[src/rtl/umls_pkg.sv]
// Constants, types and register map of the modem/line status block
package umls_pkg;
  localparam logic [3:0] OFS_MCR = 4'h4;   // Modem output control
  localparam logic [3:0] OFS_LSR = 4'h5;   // Line status
  localparam logic [3:0] OFS_MSR = 4'h6;   // Modem status, or halt/resume levels
  localparam logic [3:0] OFS_SPR = 4'h7;   // Scratch, or trigger levels

  localparam int MCR_DTR  = 0;
  localparam int MCR_RTS  = 1;
  localparam int MCR_OP1  = 2;
  localparam int MCR_OP2  = 3;
  localparam int MCR_LOOP = 4;
  localparam int MCR_XANY = 5;
  localparam int MCR_PRE  = 7;

  // Bits 5 and 7 need the enhanced enable; bit 6 stays reserved
  localparam logic [7:0] MCR_WMASK_STD = 8'h1f;
  localparam logic [7:0] MCR_WMASK_ENH = 8'hbf;

  localparam logic [7:0] MCR_RESET = 8'h00;
  localparam logic [7:0] SPR_RESET = 8'hff;
  localparam logic [7:0] TCR_RESET = 8'h00;
  localparam logic [7:0] TLR_RESET = 8'h00;

  localparam logic [6:0] RX_DEPTH  = 7'h40;  // Receive FIFO full count
  localparam logic [1:0] PRESCALE  = 2'h3;   // Divide by four: count 0..3

  typedef enum logic [1:0] {
    FLOW_RUN  = 2'b01,
    FLOW_HALT = 2'b10
  } umls_flow_t;

  // One completed receive character from the shift stage
  typedef struct packed {
    logic done;
    logic is_xonoff;
    logic brk;
    logic frame_err;
    logic parity_err;
  } umls_rx_evt_t;

  // Error tags carried by a FIFO byte
  typedef struct packed {
    logic brk;
    logic frame_err;
    logic parity_err;
  } umls_tags_t;
endpackage

[src/rtl/umls_top.sv]
// Modem control, line status, modem status, scratch and flow levels of a UART
`timescale 1ns/1ns
module umls_top
  import umls_pkg::*;
(
  input  wire logic         clk_sys,
  input  wire logic         reset_n,
  input  wire logic [3:0]   reg_addr,
  input  wire logic [7:0]   reg_wdata,
  input  wire logic         reg_wr,
  input  wire logic         reg_rd,
  output logic      [7:0]   reg_rdata,
  input  wire logic         enhanced_en,
  input  wire logic         fifo_mode,
  input  wire logic         auto_rts_en,
  input  wire logic         auto_cts_en,
  input  wire logic         sw_flow_en,
  input  wire logic         half_duplex_en,
  input  wire logic         half_duplex_drive,
  input  wire logic         msi_enable,
  input  wire logic         cts_n,
  input  wire logic         dsr_n,
  input  wire logic         ring_indicator_n,
  input  wire logic         carrier_detect_n,
  input  wire logic         rx_line,
  input  wire umls_rx_evt_t rx_evt,
  input  wire logic         rx_pop,
  input  wire umls_tags_t   rx_head,
  input  wire logic [6:0]   rx_level,
  input  wire logic [6:0]   tx_level,
  input  wire logic         thr_load,
  input  wire logic         thr_to_tsr,
  input  wire logic         tsr_busy,
  output logic              dtr_n,
  output logic              rts_n,
  output logic              modem_irq,
  output logic              loopback,
  output logic              rx_push,
  output umls_tags_t        rx_push_tags,
  output logic              xon_any_resume,
  output logic              send_xoff,
  output logic              send_xon,
  output logic              tx_halt,
  output logic              baud_clk_en,
  output logic      [7:0]   trig_levels
);

  // Software-visible storage
  logic [7:0] mcr_r;
  logic [7:0] spr_r;
  logic [7:0] tcr_r;
  logic [7:0] tlr_r;
  logic       thre_r;
  logic       oe_r;
  logic       brk_hold_r;
  logic [6:0] err_cnt_r;
  umls_flow_t flow_r;
  umls_flow_t flow_nxt;
  logic [3:0] msr_delta;
  logic [7:0] rdata_nxt;

  // Register decode; offsets 6 and 7 switch on enhanced enable and bit 2
  wire sel_alt = enhanced_en && mcr_r[MCR_OP1];
  wire at_mcr  = (reg_addr == OFS_MCR);
  wire at_lsr  = (reg_addr == OFS_LSR);
  wire at_six  = (reg_addr == OFS_MSR);
  wire at_sev  = (reg_addr == OFS_SPR);
  wire wr_mcr  = reg_wr && at_mcr;
  wire wr_tcr  = reg_wr && at_six && sel_alt;
  wire wr_spr  = reg_wr && at_sev && !sel_alt;
  wire wr_tlr  = reg_wr && at_sev && sel_alt;
  wire rd_lsr  = reg_rd && at_lsr;
  wire rd_msr  = reg_rd && at_six && !sel_alt;

  // Enhanced-only bits keep their value when the enable is off
  wire [7:0] mcr_mask = enhanced_en ? MCR_WMASK_ENH : MCR_WMASK_STD;
  wire [7:0] mcr_nxt  = (mcr_r & ~mcr_mask) | (reg_wdata & mcr_mask);
  wire       loop_on  = mcr_r[MCR_LOOP];

  // Status inputs; loopback feeds them from the control bits instead
  wire [3:0] pin_st  = {~carrier_detect_n, ~ring_indicator_n, ~dsr_n, ~cts_n};
  wire [3:0] loop_st = {mcr_r[MCR_OP2], mcr_r[MCR_OP1],
                        mcr_r[MCR_DTR], mcr_r[MCR_RTS]};
  wire [3:0] msr_st  = loop_on ? loop_st : pin_st;
  wire [7:0] msr_val = {msr_st, msr_delta};

  // Receive side: full FIFO drops the character, repeated breaks too
  wire rx_full   = (rx_level == RX_DEPTH);
  wire rx_flowch = rx_evt.is_xonoff && sw_flow_en;
  wire rx_rebrk  = rx_evt.brk && brk_hold_r;
  wire push_now  = rx_evt.done && !rx_full && !rx_flowch && !rx_rebrk;
  wire evt_tag   = rx_evt.brk || rx_evt.frame_err || rx_evt.parity_err;
  wire have_rx   = (rx_level != 7'h00);
  wire head_tag  = have_rx && (rx_head.brk || rx_head.frame_err || rx_head.parity_err);
  wire err_inc   = push_now && evt_tag;
  wire err_dec   = rx_pop && head_tag;

  // Line status word; head tags belong to the character now readable
  wire thre_now = fifo_mode ? (tx_level == 7'h00) : thre_r;
  wire temt_now = thre_now && !tsr_busy;
  wire [7:0] lsr_val = {
    err_cnt_r != 7'h00,
    temt_now,
    thre_now,
    have_rx && rx_head.brk,
    have_rx && rx_head.frame_err,
    have_rx && rx_head.parity_err,
    oe_r,
    have_rx
  };

  // Halt and resume thresholds in characters, nibble times four
  wire [6:0] halt_lvl   = {1'b0, tcr_r[3:0], 2'b00};
  wire [6:0] resume_lvl = {1'b0, tcr_r[7:4], 2'b00};

  // Halt check first, so a crossed pair of levels stays halted
  always_comb
  begin
    flow_nxt = flow_r;
    case (flow_r)
      FLOW_RUN:
        if (rx_level >= halt_lvl)
          flow_nxt = FLOW_HALT;
      FLOW_HALT:
        if (rx_level <= resume_lvl && rx_level < halt_lvl)
          flow_nxt = FLOW_RUN;
      default:
        flow_nxt = FLOW_RUN;
    endcase
  end

  // Request-to-send owner: direction control, then auto flow, then software
  wire rts_n_nxt = half_duplex_en ? !half_duplex_drive :
                   auto_rts_en    ? (flow_nxt == FLOW_HALT) :
                                    !mcr_r[MCR_RTS];

  // Read data mux; unmapped offsets read zero
  always_comb
  begin
    rdata_nxt = 8'h00;
    if (at_mcr)
      rdata_nxt = mcr_r;
    else if (at_lsr)
      rdata_nxt = lsr_val;
    else if (at_six)
      rdata_nxt = sel_alt ? tcr_r : msr_val;
    else if (at_sev)
      rdata_nxt = sel_alt ? tlr_r : spr_r;
  end

  // Control and storage registers
  always_ff @(posedge clk_sys or negedge reset_n)
  begin
    if (!reset_n)
    begin
      mcr_r <= MCR_RESET;
      spr_r <= SPR_RESET;
      tcr_r <= TCR_RESET;
      tlr_r <= TLR_RESET;
    end
    else
    begin
      if (wr_mcr)
        mcr_r <= mcr_nxt;
      if (wr_spr)
        spr_r <= reg_wdata;
      if (wr_tcr)
        tcr_r <= reg_wdata;
      if (wr_tlr)
        tlr_r <= reg_wdata;
    end
  end

  // Sticky status; a set in the clearing cycle wins
  always_ff @(posedge clk_sys or negedge reset_n)
  begin
    if (!reset_n)
    begin
      thre_r <= 1'b1;
      oe_r   <= 1'b0;
    end
    else
    begin
      if (thr_to_tsr)
        thre_r <= 1'b1;
      else if (thr_load)
        thre_r <= 1'b0;
      if (rx_evt.done && rx_full)
        oe_r <= 1'b1;
      else if (rd_lsr)
        oe_r <= 1'b0;
    end
  end

  // Break hold lasts until the line returns to mark
  always_ff @(posedge clk_sys or negedge reset_n)
  begin
    if (!reset_n)
      brk_hold_r <= 1'b0;
    else if (push_now && rx_evt.brk)
      brk_hold_r <= 1'b1;
    else if (rx_line)
      brk_hold_r <= 1'b0;
  end

  // Count of tagged bytes inside the FIFO drives the summary flag
  always_ff @(posedge clk_sys or negedge reset_n)
  begin
    if (!reset_n)
      err_cnt_r <= 7'h00;
    else if (err_inc && !err_dec)
      err_cnt_r <= err_cnt_r + 7'h01;
    else if (err_dec && !err_inc && err_cnt_r != 7'h00)
      err_cnt_r <= err_cnt_r - 7'h01;
  end

  // Flow state and the Xon/Xoff requests made on its changes
  always_ff @(posedge clk_sys or negedge reset_n)
  begin
    if (!reset_n)
    begin
      flow_r    <= FLOW_RUN;
      send_xoff <= 1'b0;
      send_xon  <= 1'b0;
    end
    else
    begin
      flow_r    <= flow_nxt;
      send_xoff <= sw_flow_en && flow_r == FLOW_RUN && flow_nxt == FLOW_HALT;
      send_xon  <= sw_flow_en && flow_r == FLOW_HALT && flow_nxt == FLOW_RUN;
    end
  end

  // Registered outputs; the transmitter finishes its character on halt
  always_ff @(posedge clk_sys or negedge reset_n)
  begin
    if (!reset_n)
    begin
      reg_rdata      <= 8'h00;
      dtr_n          <= 1'b1;
      rts_n          <= 1'b1;
      modem_irq      <= 1'b0;
      loopback       <= 1'b0;
      rx_push        <= 1'b0;
      rx_push_tags   <= '0;
      xon_any_resume <= 1'b0;
      tx_halt        <= 1'b0;
      trig_levels    <= TLR_RESET;
    end
    else
    begin
      reg_rdata      <= reg_rd ? rdata_nxt : 8'h00;
      dtr_n          <= !mcr_r[MCR_DTR];
      rts_n          <= rts_n_nxt;
      modem_irq      <= msi_enable && (msr_delta != 4'h0);
      loopback       <= loop_on;
      rx_push        <= push_now;
      rx_push_tags   <= {rx_evt.brk, rx_evt.frame_err, rx_evt.parity_err};
      xon_any_resume <= mcr_r[MCR_XANY] && rx_evt.done;
      tx_halt        <= auto_cts_en && !msr_st[0];
      trig_levels    <= tlr_r;
    end
  end

  umls_delta u_delta (
    .clk_sys (clk_sys),
    .reset_n (reset_n),
    .status  (msr_st),
    .clear   (rd_msr),
    .delta   (msr_delta)
  );

  umls_prescale u_prescale (
    .clk_sys (clk_sys),
    .reset_n (reset_n),
    .div4    (mcr_r[MCR_PRE]),
    .tick_en (baud_clk_en)
  );
endmodule

[src/rtl/umls_prescale.sv]
// Baud clock prescaler: enable pulse every cycle or every fourth cycle
`timescale 1ns/1ns
module umls_prescale
  import umls_pkg::*;
(
  input  wire logic clk_sys,
  input  wire logic reset_n,
  input  wire logic div4,
  output logic      tick_en
);
  logic [1:0] cnt_r;
  logic [1:0] cnt_nxt;
  wire        wrap = (cnt_r == PRESCALE);

  // Counter rests at zero in divide-by-one so a switch starts clean
  assign cnt_nxt = (!div4 || wrap) ? 2'h0 : cnt_r + 2'h1;

  // Registered enable; consumers see one pulse per divided period
  always_ff @(posedge clk_sys or negedge reset_n)
  begin
    if (!reset_n)
    begin
      cnt_r   <= 2'h0;
      tick_en <= 1'b0;
    end
    else
    begin
      cnt_r   <= cnt_nxt;
      tick_en <= !div4 || wrap;
    end
  end
endmodule

[src/rtl/umls_delta.sv]
// Change detectors for the four modem status lines, cleared by a read
`timescale 1ns/1ns
module umls_delta
  import umls_pkg::*;
(
  input  wire logic       clk_sys,
  input  wire logic       reset_n,
  input  wire logic [3:0] status,
  input  wire logic       clear,
  output logic      [3:0] delta
);
  logic [3:0] prev_r;
  logic       primed_r;
  logic [3:0] hit;

  // Ring (index 2) counts only the pin rising, i.e. status falling
  for (genvar i = 0; i < 4; i++)
  begin : g_line
    if (i == 2)
    begin : g_ring
      assign hit[i] = primed_r && prev_r[i] && !status[i];
    end
    else
    begin : g_edge
      assign hit[i] = primed_r && (prev_r[i] != status[i]);
    end

    // A change in the read cycle survives the clear
    always_ff @(posedge clk_sys or negedge reset_n)
    begin
      if (!reset_n)
        delta[i] <= 1'b0;
      else if (hit[i])
        delta[i] <= 1'b1;
      else if (clear)
        delta[i] <= 1'b0;
    end
  end

  // First sample after reset only primes the history, no false delta
  always_ff @(posedge clk_sys or negedge reset_n)
  begin
    if (!reset_n)
    begin
      prev_r   <= 4'h0;
      primed_r <= 1'b0;
    end
    else
    begin
      prev_r   <= status;
      primed_r <= 1'b1;
    end
  end
endmodule

[config.mk]
export PLATFORM = sky130hd
export DESIGN_NAME = umls_top
export DESIGN_NICKNAME = d
export VERILOG_FILES = /design/src/rtl/umls_pkg.sv /design/src/rtl/umls_top.sv /design/src/rtl/umls_prescale.sv /design/src/rtl/umls_delta.sv
export SDC_FILE = /design/constraint.sdc
export NUM_CORES = 1
export LEC_CHECK = 0
export BUFFER_PORTS_ARGS = -buffer_cell sky130_fd_sc_hd__buf_2
export CAP_MARGIN = 10
export CELL_PAD_IN_SITES_DETAIL_PLACEMENT = 1
export CELL_PAD_IN_SITES_GLOBAL_PLACEMENT = 1
export CORE_MARGIN = 3
export CORE_UTILIZATION = 46
export DETAILED_ROUTE_END_ITERATION = 12
export PLACE_DENSITY_LB_ADDON = 0.25
export SKIP_LAST_GASP = 1
export SYNTH_ARGS = -nofsm -noshare
export SYNTH_HDL_FRONTEND = slang
export SYNTH_SLANG_ARGS = --single-unit
[constraint.sdc]
create_clock -name clk_sys -period 5.7 [get_ports clk_sys]
set_clock_uncertainty 0.2 [all_clocks]
set_input_delay 0.855 -clock clk_sys [delete_from_list [all_inputs] [get_ports clk_sys]]
set_output_delay 0.855 -clock clk_sys [all_outputs]
set_load 0.01 [all_outputs]
==> results.tsv <==
stage	metric	value	unit
logic_synthesis	avgSynthCellArea	11.9	µm²
sta	fin_tns_setup	0	ps
worst_hold_path	worst_hold_path_type	flop to flop	
cts	hold_buffers	0	
routing	drt_drc_violations_left	0	
critical_path	crit_chain	buf_2 -> o31ai_1 -> a21oi_2 -> or4_4 -> fa_1 -> a211oi_1 -> o21bai_1 -> a21oi_1 -> mux2i_1 -> xor2_1	
logic_synthesis	synth-edff-count	0	
logic_synthesis	synthesis.area	3950	µm²
placement	dp_cells	511	
global_routing	grt_usage	0.224	
cells_and_area	layout.cells.non_filler	527	
floorplanning	io_pins	84	
logic_synthesis	ys_ff_latch	83	
logic_synthesis	synth-xor-area-share	0.0199	
cts	cts_buffers	9	
logic_synthesis	yosys-top-cells-area	dfrtp_1, mux2_2, dfstp_2	
cts	h-tree-depth	3	
cells_and_area	utilization	0.565	
routing	antenna_left	0	
sta	rsz0062_at_grt	no	
floorplanning	start_util	0.476	
pwr	ir_worst_vdd	209	µV
logic_synthesis	synth.area.mux_share	0.118	
sta	relSlewSlack	0.307	
floorplanning	die_h	98.7	µm
routing	vias	3015	
logic_synthesis	synth_top_area_frac	0.449	
pwr	p_seq_frac	0.454	
logic_synthesis	netlist_instances	331	
logic_synthesis	async_flop_share	1.00	
routing	drt-vias-per-instance	5.72	
placement	dpl-instance-area	4470	µm²
critical_path	required	5780	ps
critical_path	worst_path_max_delay_cell	or4_4	
logic_synthesis	synthDistinctLibCells	60	
critical_path	critPathArrivalTime	3470	ps
sta	setup_ws	2300	ps
routing	dr.pass1.iters	4	
run	maxCapViolCount	0	
cells_and_area	antennaDiodeCount	0	
cts	clk_pin_slew	90	ps
cts	clock_latency	350	ps
cts	cts_tree	yes	
critical_path	worstPathMaxFanout	10	
placement	io_buffer_count	83	
cts	cts_root_buf	clkbuf_8	
floorplanning	fp.dieArea	9740	µm²
cells_and_area	syn_to_final_growth	18.6	%
pwr	total_power	1.77	mW
pwr	swShare	0.313	
routing	post_drt_wl_per_cell	19.7	µm
placement	hpwl	7640	µm
global_routing	grt-ovfl-total	0	
global_routing	antenna_found_initial	0	
pwr	clkPwrFrac	0.268	
pwr	p_per_area	377	nW/µm²
pwr	switchingPower	0.554	mW
routing	drtIter0Drc	149	
logic_synthesis	synth-simple-area-share	0.116	
floorplanning	rows	33	
logic_synthesis	synth_compound_area_frac	0.130	
cts	cts_buffer_depth	2	
logic_synthesis	yosysWarnings	0	
logic_synthesis	yosys.area.top_type	dfrtp_1	
routing	wirelength	10400	µm
sta	timing.final.hold_violations	0	
sta	clock.fmax	294	MHz
floorplanning	design.core.area	8300	µm²
sta	fin_crit	3400	ps
cells_and_area	fin_area	4690	µm²
floorplanning	die_w	98.7	µm
critical_path	crit_buf_inv	1	
placement	place_congestion	0.891	
sta	min_period_over_period	0.596	
critical_path	crit_type	input pin to flop	
logic_synthesis	synth_top_family_by_area	compound AO/OA/AOI/OAI gates	
cts	cts.sinks	83	
placement	pre_cts_slack	1940	ps
critical_path	start_kind	input pin	
cts	cts_resized	0	
logic_synthesis	synth_ff_type	dfrtp_1	
cells_and_area	fillerInstances	907	
sta	setup_viol	0	
logic_synthesis	synth.yosys.seq_area_share	0.529	
cells_and_area	drive_gt1_frac	0.372	
global_routing	grt_pass1_wl	17000	µm
global_routing	grt_start_max_net_pins	84	
logic_synthesis	synth-adder-area-share	0.0589	
pwr	leakage	2.25	nW
critical_path	path_delay_family	compound AO/OA/AOI/OAI gates	
critical_path	worst_setup_path_end_kind	flop	
pwr	p_int	1.22	mW
sta	hold_slack	211	ps
critical_path	max_stage_delay	530	ps
global_routing	grt_pass1_vias	3206	
sta	slew_violations	0	
cells_and_area	final_nets	490	
sta	tightest_slew	1040	ps
logic_synthesis	syn_nets	404	
cts	cts_setup_buffers	0	
outcome	status	finished, final reports clean	
pwr	p_comb_frac	0.278	
[cells in the final DEF (no fill, tap or decap), types with 8 or more instances in the layout]
master and n:
nand3_1 11, nand2_1 29, clkbuf_8 10, mux2_2 30, nor2_1 11, o21ai_0 15
ha_1 17, inv_1 20, buf_2 82, dfrtp_1 71, dfstp_2 12, a21oi_1 8
[cell families (layout without fill, tap and decap cells)]
group                    after synthesis  count (layout)
adder cells (fa/ha/maj)               18              18
multiplexers                          38              38
AND/OR/NAND/NOR                       84              84
AO/OA/AOI/OAI                         70              70
flip-flops                            83              83
buffers and inverters                 28             119
other                                  1               1
XOR/XNOR                               9               9
[registers in the layout (all words and copies together) (netlist names), 2 cells and up, named ones only]
register,cells
u_delta.prev_r,4
reg_rdata,8
u_prescale.cnt_r,2
err_cnt_r,7
u_delta.delta,4
rx_push_tags,3
tcr_r,8
flow_r,2
mcr_r,5
trig_levels,8
spr_r,8
tlr_r,8
[per-layer routing]
layer	global-route usage	vias up	wire length [µm]
met5	0	-	0
met4	0.0809	0	175
met3	0.0403	13	641
met2	0.356	109	4960
met1	0.312	1522	4580
li1	-	1371	-
[final cells by class]
| type | count | area, µm² | share of cell area |
|---|---|---|---|
| multi-input combinational | 220 | 1760 | 0.374 |
| sequential | 83 | 2090 | 0.446 |
| timing repair buffer | 83 | 418 | 0.0891 |
| clock inverter | 4 | 73.8 | 0.0157 |
| inverter | 20 | 75.1 | 0.0160 |
| tap | 105 | 131 | 0.0280 |
| clock buffer | 12 | 145 | 0.0309 |
[synthesized netlist by cell type (4+ instances only)]
master    instances
mux2_2           30
dfrtp_1          71
a21oi_1           8
nand2_1          29
a21o_1            5
ha_1             17
mux4_2            4
xnor2_1           6
nor3_1            4
a211oi_1          6
dfstp_2          12
and2_1            5
a21boi_0          4
nand3_1          11
o21ai_0          15
nor2_1           11
clkbuf_1          5
mux2i_1           4
a22oi_1           4
o211ai_1          4
inv_1            20
[worst register-to-register path: stages (launching register included)]
cell      delay, ps
dfrtp_1         390
a22oi_1         150
nand2_1         170
or4_4           640
fa_1            450
a211oi_1        260
o21bai_1        100
a21oi_1         180
mux2i_1         260
xor2_1          180
[final timing paths]
kind                            cells after the start                  to        from  slack (ps)
worst max-delay path                               10        err_cnt_r[6]  rx_head[0]        2300
worst min-delay path                                0      trig_levels[0]    tlr_r[0]         210
worst max register to register                      9        err_cnt_r[6]  brk_hold_r        2640
worst min register to register                      0      trig_levels[0]    tlr_r[0]         210
max in group asynchronous                           1            tlr_r[6]     reset_n        4140
min in group asynchronous                           1  u_prescale.tick_en     reset_n         460
[power by group through the flow]
stage          logic [mW]  clock network [mW]  registers, mW
2_1_floorplan       0.347                   0          0.790
3_3_place_gp        0.470                   0          0.804
3_5_place_dp        0.491                   0          0.812
4_1_cts             0.500               0.480          0.803
5_1_grt             0.562               0.505          0.819
6_report            0.493               0.474          0.803
No activity file was read; power rests on OpenSTA's default activity.
